===== src/crc_pkg.sv =====
// Package with register offsets, field positions and reset values of the CRC generator.
// Assumes a 32-bit classic Wishbone slave port with word-aligned registers.
package crc_pkg;
  localparam logic [3:0] CONTROL_OFFSET   = 4'h0;
  localparam logic [3:0] POLY_OFFSET      = 4'h4;
  localparam logic [3:0] DATA_OFFSET      = 4'h8;
  localparam int         STOP_IDLE_BIT    = 13;
  localparam int         COUNT_LSB        = 8;
  localparam int         COUNT_MSB        = 12;
  localparam int         FULL_BIT         = 7;
  localparam int         EMPTY_BIT        = 6;
  localparam int         RUN_BIT          = 4;
  localparam int         LEN_MSB          = 3;
  localparam int         WIDE_LEN_LIMIT   = 7;
  localparam int         DEPTH_NARROW     = 16;
  localparam int         DEPTH_WIDE       = 8;
  localparam logic [15:0] CONTROL_RESET   = 16'h0040;
  localparam logic [15:0] POLY_RESET      = 16'h0000;
  localparam logic [15:0] POLY_MASK       = 16'hFFFE;
endpackage


===== src/crc_lfsr.sv =====
// Serial CRC remainder register of programmable length.
// Assumes one data bit per shift pulse, most significant bit of each word first.
`timescale 1ns/1ps
module crc_lfsr #(
  parameter int WIDTH = 16
) (
  input  wire logic             clk_i,
  input  wire logic             rst_i,
  input  wire logic             shift_i,
  input  wire logic             bit_i,
  input  wire logic [3:0]       len_i,
  input  wire logic [WIDTH-1:0] taps_i,
  input  wire logic             load_i,
  input  wire logic [WIDTH-1:0] load_value_i,
  output logic      [WIDTH-1:0] remainder_o
);
  initial begin
    if (WIDTH != 16) $error("crc_lfsr supports a width of 16 only");
  end

  logic [WIDTH-1:0] next_remainder;
  logic             feedback;

  // The top stage is chosen by the programmed length, so shorter polynomials use the low bits.
  assign feedback = remainder_o[len_i] ^ bit_i;

  always_comb begin
    next_remainder = remainder_o;
    for (int i = WIDTH - 1; i > 0; i--) begin
      next_remainder[i] = remainder_o[i-1] ^ (feedback & taps_i[i]);
    end
    next_remainder[0] = feedback;
  end

  always_ff @(posedge clk_i) begin
    if (rst_i) begin
      remainder_o <= '0;
    end else if (load_i) begin
      remainder_o <= load_value_i;
    end else if (shift_i) begin
      remainder_o <= next_remainder;
    end
  end
endmodule


===== src/crc_generator.sv =====
// Contract
// - FIFO holds eight words above length seven, sixteen otherwise.
// - A write reaching the top data byte increments the valid-word count.
// - Shifter starts when run is set and count nonzero, then runs until count is zero; decrements per word shifted.
// - One data bit per clock, so length-plus-one cycles per word.
// - Full flag at depth, empty flag at zero count.
// - A write while full wraps the count to zero, with no interrupt.
// - Interrupt pulses when the count falls from one to zero.
// - In sleep the block freezes and resumes from the same state; here only the shifter stops, register writes and FIFO pushes still land.
// - In idle it freezes only if stop-in-idle is set; events still pass.
// - Control layout: stop-in-idle, count, full, empty, run, length fields.
// - Clearing run lets the shifter finish the FIFO before stopping.
// - Length field is polynomial length minus one; sets width and depth.
// - Polynomial bits fifteen to one enable feedback; bit zero reads zero.
// - Term zero always applied, and the top term is implied.
//
// Top of the CRC generator with its Wishbone slave, word FIFO and serial shifter.
// Assumes sleep_i and idle_i come from the power controller on the same clock.
//
// The implementer's own choices: register access over Wishbone and the address map.
`timescale 1ns/1ps
module crc_generator #(
  parameter int MAX_DEPTH = 16
) (
  input  wire logic        clk_i,
  input  wire logic        rst_i,
  input  wire logic        cyc_i,
  input  wire logic        stb_i,
  input  wire logic        we_i,
  input  wire logic [3:0]  adr_i,
  input  wire logic [3:0]  sel_i,
  input  wire logic [31:0] dat_i,
  output logic      [31:0] dat_o,
  output logic             ack_o,
  input  wire logic        sleep_i,
  input  wire logic        idle_i,
  output logic             irq_o
);
  initial begin
    if (MAX_DEPTH != crc_pkg::DEPTH_NARROW) $error("MAX_DEPTH must equal the narrow FIFO depth");
  end

  typedef enum logic [1:0] {
    SH_IDLE  = 2'b01,
    SH_SHIFT = 2'b10
  } shift_state_t;

  shift_state_t state;
  shift_state_t next_state;

  logic        stop_in_idle;
  logic        shift_run;
  logic [3:0]  poly_length_minus_one;
  logic [15:0] crc_polynomial_terms;
  logic [4:0]  valid_word_count;
  logic        fifo_full_flag;
  logic        fifo_empty_flag;
  logic [15:0] fifo_mem [MAX_DEPTH];
  logic [3:0]  wr_ptr;
  logic [3:0]  rd_ptr;
  logic [15:0] shift_word;
  logic [3:0]  bit_index;
  logic [15:0] crc_data_word;
  logic [15:0] write_stage;

  // Bus decode.
  wire         bus_req      = cyc_i & stb_i & ~ack_o;
  wire         bus_wr       = bus_req & we_i;
  wire         hit_control  = adr_i == crc_pkg::CONTROL_OFFSET;
  wire         hit_poly     = adr_i == crc_pkg::POLY_OFFSET;
  wire         hit_data     = adr_i == crc_pkg::DATA_OFFSET;
  wire         wide_word    = poly_length_minus_one > 4'(crc_pkg::WIDE_LEN_LIMIT);
  wire  [4:0]  fifo_depth   = wide_word ? 5'(crc_pkg::DEPTH_WIDE) : 5'(crc_pkg::DEPTH_NARROW);
  // The top byte of the data word decides when a word is complete.
  wire         top_byte_sel = wide_word ? sel_i[1] : sel_i[0];
  wire         data_push    = bus_wr & hit_data & top_byte_sel;

  // Sleep and stop-in-idle freeze the engine; register access stays alive.
  wire         frozen       = sleep_i | (idle_i & stop_in_idle);
  wire         at_last_bit  = bit_index == 4'h0;
  wire         pop_word     = state == SH_SHIFT && !frozen && at_last_bit;
  wire         start_word   = state == SH_IDLE && !frozen && shift_run && valid_word_count != 5'h00;
  wire         lfsr_shift   = state == SH_SHIFT && !frozen;
  wire         lfsr_bit     = shift_word[bit_index];

  // Low byte lanes fill the data word; bytes outside the polynomial width are simply ignored.
  always_comb begin
    write_stage = crc_data_word;
    if (sel_i[0]) begin
      write_stage[7:0] = dat_i[7:0];
    end
    if (sel_i[1]) begin
      write_stage[15:8] = dat_i[15:8];
    end
  end

  // Count moves up on a push and down when the last bit of a word leaves.
  logic [4:0] next_count;
  logic       count_to_zero;

  always_comb begin
    next_count = valid_word_count;
    if (data_push && fifo_full_flag) begin
      next_count = 5'h00;
    end else if (data_push && !pop_word) begin
      next_count = valid_word_count + 5'h01;
    end else if (!data_push && pop_word) begin
      next_count = valid_word_count - 5'h01;
    end
  end

  // Only a genuine drain from one produces the interrupt, a wrap on overflow does not.
  assign count_to_zero = pop_word && !data_push && valid_word_count == 5'h01;

  always_comb begin
    next_state = state;
    unique case (state)
      SH_IDLE: begin
        if (start_word) begin
          next_state = SH_SHIFT;
        end
      end
      SH_SHIFT: begin
        // Run is only checked before shifting starts, so clearing it lets the FIFO drain.
        // A wrap on overflow also empties the FIFO, which stops the shifter without underflow.
        if (next_count == 5'h00) begin
          next_state = SH_IDLE;
        end
      end
      default: next_state = SH_IDLE;
    endcase
  end

  always_ff @(posedge clk_i) begin
    if (rst_i) begin
      state <= SH_IDLE;
    end else begin
      state <= next_state;
    end
  end

  always_ff @(posedge clk_i) begin
    if (rst_i) begin
      stop_in_idle          <= crc_pkg::CONTROL_RESET[crc_pkg::STOP_IDLE_BIT];
      shift_run             <= crc_pkg::CONTROL_RESET[crc_pkg::RUN_BIT];
      poly_length_minus_one <= crc_pkg::CONTROL_RESET[crc_pkg::LEN_MSB:0];
      crc_polynomial_terms  <= crc_pkg::POLY_RESET;
    end else if (bus_wr && hit_control && sel_i[1] && sel_i[0]) begin
      stop_in_idle          <= dat_i[crc_pkg::STOP_IDLE_BIT];
      shift_run             <= dat_i[crc_pkg::RUN_BIT];
      poly_length_minus_one <= dat_i[crc_pkg::LEN_MSB:0];
    end else if (bus_wr && hit_control && sel_i[0]) begin
      shift_run             <= dat_i[crc_pkg::RUN_BIT];
      poly_length_minus_one <= dat_i[crc_pkg::LEN_MSB:0];
    end else if (bus_wr && hit_control && sel_i[1]) begin
      stop_in_idle          <= dat_i[crc_pkg::STOP_IDLE_BIT];
    end else if (bus_wr && hit_poly) begin
      if (sel_i[0]) begin
        crc_polynomial_terms[7:0] <= dat_i[7:0] & crc_pkg::POLY_MASK[7:0];
      end
      if (sel_i[1]) begin
        crc_polynomial_terms[15:8] <= dat_i[15:8];
      end
    end
  end

  always_ff @(posedge clk_i) begin
    if (rst_i) begin
      valid_word_count <= 5'h00;
      fifo_full_flag   <= crc_pkg::CONTROL_RESET[crc_pkg::FULL_BIT];
      fifo_empty_flag  <= crc_pkg::CONTROL_RESET[crc_pkg::EMPTY_BIT];
      wr_ptr           <= 4'h0;
      rd_ptr           <= 4'h0;
      irq_o            <= 1'b0;
    end else begin
      valid_word_count <= next_count;
      fifo_full_flag   <= next_count == fifo_depth;
      fifo_empty_flag  <= next_count == 5'h00;
      irq_o            <= count_to_zero;
      if (data_push && fifo_full_flag) begin
        wr_ptr <= 4'h0;
        rd_ptr <= 4'h0;
      end else begin
        if (data_push) begin
          wr_ptr <= (wr_ptr + 4'h1) & 4'(fifo_depth - 5'h01);
        end
        if (pop_word) begin
          rd_ptr <= (rd_ptr + 4'h1) & 4'(fifo_depth - 5'h01);
        end
      end
    end
  end

  always_ff @(posedge clk_i) begin
    if (data_push) begin
      fifo_mem[wr_ptr] <= write_stage;
    end
  end

  always_ff @(posedge clk_i) begin
    if (rst_i) begin
      crc_data_word <= 16'h0000;
      shift_word    <= 16'h0000;
      bit_index     <= 4'h0;
    end else begin
      if (bus_wr && hit_data) begin
        crc_data_word <= write_stage;
      end
      if (start_word || (pop_word && next_state == SH_SHIFT)) begin
        shift_word <= fifo_mem[start_word ? rd_ptr : (rd_ptr + 4'h1) & 4'(fifo_depth - 5'h01)];
        bit_index  <= poly_length_minus_one;
      end else if (lfsr_shift) begin
        bit_index  <= bit_index - 4'h1;
      end
    end
  end

  logic [15:0] remainder;

  crc_lfsr #(
    .WIDTH (16)
  ) engine (
    .clk_i        (clk_i),
    .rst_i        (rst_i),
    .shift_i      (lfsr_shift),
    .bit_i        (lfsr_bit),
    .len_i        (poly_length_minus_one),
    .taps_i       (crc_polynomial_terms),
    .load_i       (1'b0),
    .load_value_i (16'h0000),
    .remainder_o  (remainder)
  );

  // Read mux; the data register returns the remainder, valid once the FIFO is empty.
  wire [15:0] control_view = {2'b00, stop_in_idle, valid_word_count, fifo_full_flag, fifo_empty_flag,
                              1'b0, shift_run, poly_length_minus_one};
  wire [15:0] read_value   = hit_control ? control_view :
                             hit_poly    ? crc_polynomial_terms :
                             hit_data    ? remainder : 16'h0000;

  always_ff @(posedge clk_i) begin
    if (rst_i) begin
      ack_o <= 1'b0;
      dat_o <= 32'h00000000;
    end else begin
      ack_o <= bus_req;
      if (bus_req && !we_i) begin
        dat_o <= {16'h0000, read_value};
      end
    end
  end
endmodule


===== config.mk =====
export PLATFORM = sky130hd
export DESIGN_NAME = crc_generator
export DESIGN_NICKNAME = d
export VERILOG_FILES = /design/src/crc_pkg.sv /design/src/crc_lfsr.sv /design/src/crc_generator.sv
export SDC_FILE = /design/constraint.sdc
export NUM_CORES = 1
export LEC_CHECK = 0
export ABC_AREA = 1
export ABC_CLOCK_PERIOD_IN_PS = 3370
export BUFFER_PORTS_ARGS = -buffer_cell sky130_fd_sc_hd__buf_4
export CORE_ASPECT_RATIO = 1.1
export CORE_UTILIZATION = 55
export CTS_BUF_LIST = sky130_fd_sc_hd__clkbuf_8
export CTS_CLUSTER_SIZE = 14
export DETAILED_ROUTE_END_ITERATION = 16
export HOLD_SLACK_MARGIN = 0.03
export PLACE_DENSITY = 0.73
export SYNTH_ARGS = -nofsm -noshare
export SYNTH_HDL_FRONTEND = slang
export SYNTH_SLANG_ARGS = --single-unit

===== constraint.sdc =====
create_clock -name clk_i -period 3.37 [get_ports clk_i]
set_input_delay 0.1685 -clock clk_i [delete_from_list [all_inputs] [get_ports clk_i]]
set_output_delay 0.1685 -clock clk_i [all_outputs]
set_load 0.05 [all_outputs]

# == After elaboration in Yosys (flattened, before gate mapping) ==
# Memory sizes are Yosys's and may differ from the RTL's. A register that Yosys moved wholly into a read port is not among the register bits.
# Cells that the tools add are included.
# classes
n_eq_ne,8
reduce_logical,33
n_mul,0
addsub,6
bitwise_logic,44
div,0
shift,0
mux,29
order_cmp,3
# ops
operator,count
2-to-1 mux 16 bit,3
bitwise AND 1 bit,21
2-to-1 mux 4 bit,5
2-to-1 mux 5 bit,4
logical AND 1 bit,17
2-to-1 mux 8 bit,2
bitwise XOR 1 bit,16
< comparator 4 x 5 -> 1 bit (second input constant),2
2-to-1 mux 1 bit,10
AND reduction 5 bit,2
adder 4 x 1 -> 4 bit (second input constant),2
bitwise AND 4 bit,2
binary-select mux 1 bit (select 4 bit),2
zero test 4 bit,2
subtractor 4 x 1 -> 4 bit (second input constant),2
nonzero test 2 bit,3
adder 5 x 1 -> 5 bit (second input constant),1
== test 5 x 1 -> 1 bit (second input constant),1
== test 5 bit,1
zero test 5 bit,1
nonzero test 5 bit,1
subtractor 5 x 1 -> 5 bit (second input constant),1
== test 2 bit (second input constant),2
== test 4 x 3 -> 1 bit (second input constant),1
12 further kinds,19
# word_totals
register_bits,92
latch_bits,0
n_memories,1
inputBits,47
wordCells,141
ramBits,256
output_inout_bits,34
rom_bits,0
# memory_table
name,depth,width,read_ports,rd_ports_with_merged_regs,wr,line,text
fifo_mem,16,16,1,1,1,crc_generator.sv:58,logic [15:0] fifo_mem [MAX_DEPTH];

# == Logic depth before layout (Yosys ltp) ==
# depth
depth_word,17
mapped_depth,24

# == Modules after synthesis ==
# From an unflattened synthesis, not the netlist that was laid out.
# unflattened
cells_unflattened,1555
hier_area_um2,15797.7
# by_module_without_submodules
module,n_inst,cells_per_inst,area_each_um2
crc_generator,1,1375,14584.0
crc_lfsr,1,180,1213.7

# == Least setup slack after synthesis ==
# Ideal clock, no wire load.
# synth_path
path_kind,reg-to-reg
start,reg bit_index[0]
end,"reg shift_word[10], read port of fifo_mem"
path_buffers,2
t_arrival_ns,2.413
path_stages_with_launch,21
setup_time_ns,0.116
period_less_slack_ns,2.528
slack_ns,0.842
cell_sequence,dfxtp_1 > buf_2 > clkinv_1 > ha_1 > nand3_2 > inv_2 > nand2_8 > nand3_2 > o21ai_1 > nand2_1 > nand2_2 > nand2_2 > nand2_2 > nand2_1 > nand2_2 > nand3_2 > o21ai_4 > inv_2 > buf_6 > nor2_2 > nor2_1
# synth_between
elab_chain_cells,12
word_cells_on_any_way,14
cone_classes,eq/ne (1); mux (5); reduce/logical (8)
# synth_lines
element,line,text
"start, declared",crc_generator.sv:62,logic [3:0] bit_index;
"start signal, assigned",crc_generator.sv:211,bit_index <= poly_length_minus_one;
"start signal, assigned",crc_generator.sv:213,bit_index <= bit_index - 4'h1;
zero test 4 bit (*),crc_generator.sv:80,wire at_last_bit = bit_index == 4'h0;
logical AND 1 bit (*),crc_generator.sv:81,wire pop_word = state == SH_SHIFT && !frozen && at_last_bit;
logical AND 1 bit or zero test 1 bit (tied branches),"crc_generator.sv:107, crc_generator.sv:105",
2-to-1 mux 5 bit or logical AND 1 bit (tied branches),"crc_generator.sv:107, crc_generator.sv:105",
2-to-1 mux 5 bit,crc_generator.sv:105,end else if (data_push && !pop_word) begin
2-to-1 mux 5 bit,crc_generator.sv:103,if (data_push && fifo_full_flag) begin
zero test 5 bit,crc_generator.sv:126,if (next_count == 5'h00) begin
2-to-1 mux 2 bit,crc_generator.sv:126,
case mux 2 bit (2 select lines),crc_generator.sv:117,unique case (state)
== test 2 bit,crc_generator.sv:209,if (start_word || (pop_word && next_state == SH_SHIFT)) begin
logical AND 1 bit (*),crc_generator.sv:209,
logical OR 1 bit (*),crc_generator.sv:209,
"end, declared",crc_generator.sv:61,logic [15:0] shift_word;
# Mark *: on every way between the ends. The rest lies on a longest branch, timed or not.
# A chain may end at the register's enable or synchronous reset.

# == Worst setup path in the final report ==
# layout_path
start,reg valid_word_count[0]
end,"reg shift_word[8], read port of fifo_mem"
# layout_between
elab_chain_cells,10
word_cells_on_any_way,15
cone_classes,add/sub (2); eq/ne (1); mux (7); reduce/logical (5)
# layout_lines
element,line,text
"start, declared",crc_generator.sv:55,logic [4:0] valid_word_count;
"start signal, assigned",crc_generator.sv:176,valid_word_count <= next_count;
subtractor 5 x 1 -> 5 bit,crc_generator.sv:108,next_count = valid_word_count - 5'h01;
2-to-1 mux 5 bit,crc_generator.sv:107,end else if (!data_push && pop_word) begin
2-to-1 mux 5 bit,crc_generator.sv:105,
2-to-1 mux 5 bit,crc_generator.sv:103,
zero test 5 bit,crc_generator.sv:126,
2-to-1 mux 2 bit,crc_generator.sv:126,
case mux 2 bit (2 select lines),crc_generator.sv:117,
== test 2 bit,crc_generator.sv:209,
logical AND 1 bit,crc_generator.sv:209,
logical OR 1 bit,crc_generator.sv:209,
# Parallel ways exist; a longest one is shown, timed or not.

==> metrics.md <==
| Metric | Value |
|---|---|
| Worst slack at placement | approximately 400 ps |
| Peak VDD IR | 0.333 mV |
| Vias in the first global route | 11100 |
| Measured slew at the worst slew-check pin | 911 ps |
| Global-route wire length before repair | 58.8 mm |
| Cell count after synthesis | 1512 |
| Die span in y | 178 um |
| Die Wd | 162 um |
| CP Launch Type | flip-flop |
| HP Class | in2reg |
| Routed len/inst | 18.8 um |
| Skew-Pair Late Insertion Delay | 610 ps |
| Pwr dens | 473 nW/um^2 |
| Seq/Total Area, Yosys | 63.5% |
| Status | finished clean |
| Fill cells | 2113 |
| Antenna violations before repair | 1 |
| R2R cell count | 16 |
| Crit end category | flip-flop |
| Final WS setup | approximately 330 ps |
| Slew margin rel. | around two fifths |
| Cell Area, Placed | 16500 sq um |
| Core area | 27800 sq um |
| Slew Limit Fails | 0 |
| ANT nets after route | 0 |
| Final setup fails | 0 |
| CTS clock-pin slew for the worst setup and hold paths | 70 ps |
| Flip-flop and latch count after synthesis | 364 |
| Num CTS Buffers | 54 |
| # DRC | 0 |
| Commonest non-fill, non-tap cell in the layout | edfxtp_1 |
| Initial Util | between 50% and 60% |
| Highest clock rate | 329 MHz |
| Total of max-cap violations | 0 |
| Most frequent cells in the layout | edfxtp_1 (256), o21ai_0 (244), nor2_1 (240) |
| Post-CTS setup buffer count | 0 |
| DRT Pass-1 Iters | 5 |
| Routability Congestion | 0.871 |
| Synth warn | 0 |
| Period utilization | approximately nine tenths |
| Root buffer selected by CTS | clkbuf_8 |
| Overflow after GRT | 0 |
| Leakage power | 6.51 nW |
| Final hold vios | 0 |
| Min-Delay Path Depth | 4 |
| CP max FO | 21 |
| Initial DRC Count | ~1100 |
| Final wirelength | approximately 38 mm |
| Mapped cell area | 15500 sq um |
| CTS tree | yes |
| Port Buf Inserts | 46 |
| Vias | around 12000 |
| CP Class | reg2reg |
| Total die area | 28900 sq um |
| Syn Area/Cell | 10.3 sq um |
| Cell variety after synth | 38 |
| Clock Skew | approximately 66 ps |
| Post-DP HPWL | ~23 mm |
| RSZ-0062 raised after global routing | no |
| Clk sinks | between 300 and 400 |
| Nets | 1673 |
| Site Rows | 64 |
| Post-route minimum period | roughly 3000 ps |
| H-tree depth | 2 |
| CP arrival | 3530 ps |
| Number of vias per cell | 5.75 |
| Setup TNS Final | 0 ps |
| Area Growth Syn to Fin | 14.3% |
| Final non-filler cell area | ~18000 sq um |
| Data required, critical path | 3860 ps |
| CTS Buffer Depth | 3 |
| Layout cells sized above 1 | 14.6% |
| IO Pins | 81 |
| Largest net degree at the start of global routing | 70 |
| GRT Total Usage | 26.7% |
[cells by family after synthesis]
family | Yosys count | synth area share, %
xor+xnor | 24 | 1.36
flops | 364 | 63.5
simple gates | 451 | 12.3
fa+ha+maj | 12 | 0.968
other cells | 1 | 0.0242
buf+inv | 218 | 6.04
compound gates | 442 | 15.7
[worst max-delay path, cell delays in order, from the launching register on]
cell and delay (ps):
dfxtp_1 390, inv_1 120, ha_1 250, nand2_1 110
inv_1 50, nand2_1 60, nand2_2 210, inv_2 160
nand2_1 90, nand2_4 180, buf_4 280, o21ai_0 110
o22ai_1 180, o21ai_0 110, o22ai_1 430, nor2_2 70
nor2_1 100
[sequential cells by signal, indices dropped and copies added (netlist names), 2 cells and up]
name	cells
fifo_mem	256
crc_data_word	16
dat_o	16
engine.remainder_o	16
shift_word	16
crc_polynomial_terms	15
valid_word_count	5
bit_index	4
poly_length_minus_one	4
rd_ptr	4
wr_ptr	4
state	2
[through the flow]
step | power, mW | hold WS [ps] | instances | util [%]
2_1_floorplan | 5.08 | 333 | 1527 | -
3_3_place_gp | 5.16 | 434 | 1899 | 59.4
5_1_grt | 8.63 | 96.7 | 2023 | 63.8
6_report | 8.39 | 80.7 | 2023 | 63.8
4_1_cts | 8.42 | 60.2 | 2022 | 63.8
3_5_place_dp | 5.17 | 441 | 1899 | 59.4
[synthesized netlist by cell type (all sizes together)]
cell type	instances	area, sq um
a21oi	86	430
nand4	5	31.3
inv	115	439
nand2	112	472
o221ai	37	324
clkbuf	63	238
o21ai	262	1330
edfxtp	256	7690
conb	1	3.75
dfxtp	108	2160
buf	38	251
xor2	22	193
xnor2	2	17.5
nand3	61	343
ha	12	150
a31oi	2	12.5
o211ai	2	15.0
nor2	269	1050
o22ai	53	332
nor3	4	20.0
clkinv	2	7.51
[repair_timing]
item	in CTS	in global routing
gates resized for setup	0	0
hold endpoints to repair	31	0
endpoints found under the setup margin	0	0
hold buffers	22	0
[worst paths after layout]
check,slack (ps),end,start
setup / recovery,330,shift_word[8],valid_word_count[0]
hold / removal,80,dat_o[2],we_i
setup reg to reg,330,shift_word[8],valid_word_count[0]
hold reg to reg,450,crc_data_word[12],crc_data_word[12]
[layer usage]
layer | track usage, % | vias to the layer above | wire length [um]
li1 | - | 5486 | -
met1 | 34.3 | 5530 | 15100
met2 | 44.6 | 503 | 18500
met3 | 4.14 | 112 | 2890
met4 | 12.6 | 0 | 1540
met5 | 0 | - | 0
[area by class of cell]
| class | count | area, sq um | share of cell area, % |
|---|---|---|---|
| Clock buffer | 59 | 812 | 4.58 |
| Timing Repair Buffer | 132 | 1130 | 6.40 |
| Tap cell | 363 | 454 | 2.56 |
| Multi-Input combinational cell | 945 | 4830 | 27.3 |
| Sequential cell | 364 | 9850 | 55.6 |
| Inverter | 117 | 448 | 2.53 |
| Antenna cell | 1 | 2.50 | 0.0141 |
| Clock inverter | 42 | 185 | 1.05 |
[where the power goes]
part,internal [mW],leakage [nW],switching (mW)
clock,1.62,0.604,1.67
sequential,4.79,3.21,0.00690
combinational,0.0852,2.70,0.212
total,6.50,6.51,1.89
Note: power is estimated with default switching activity, not from simulation.
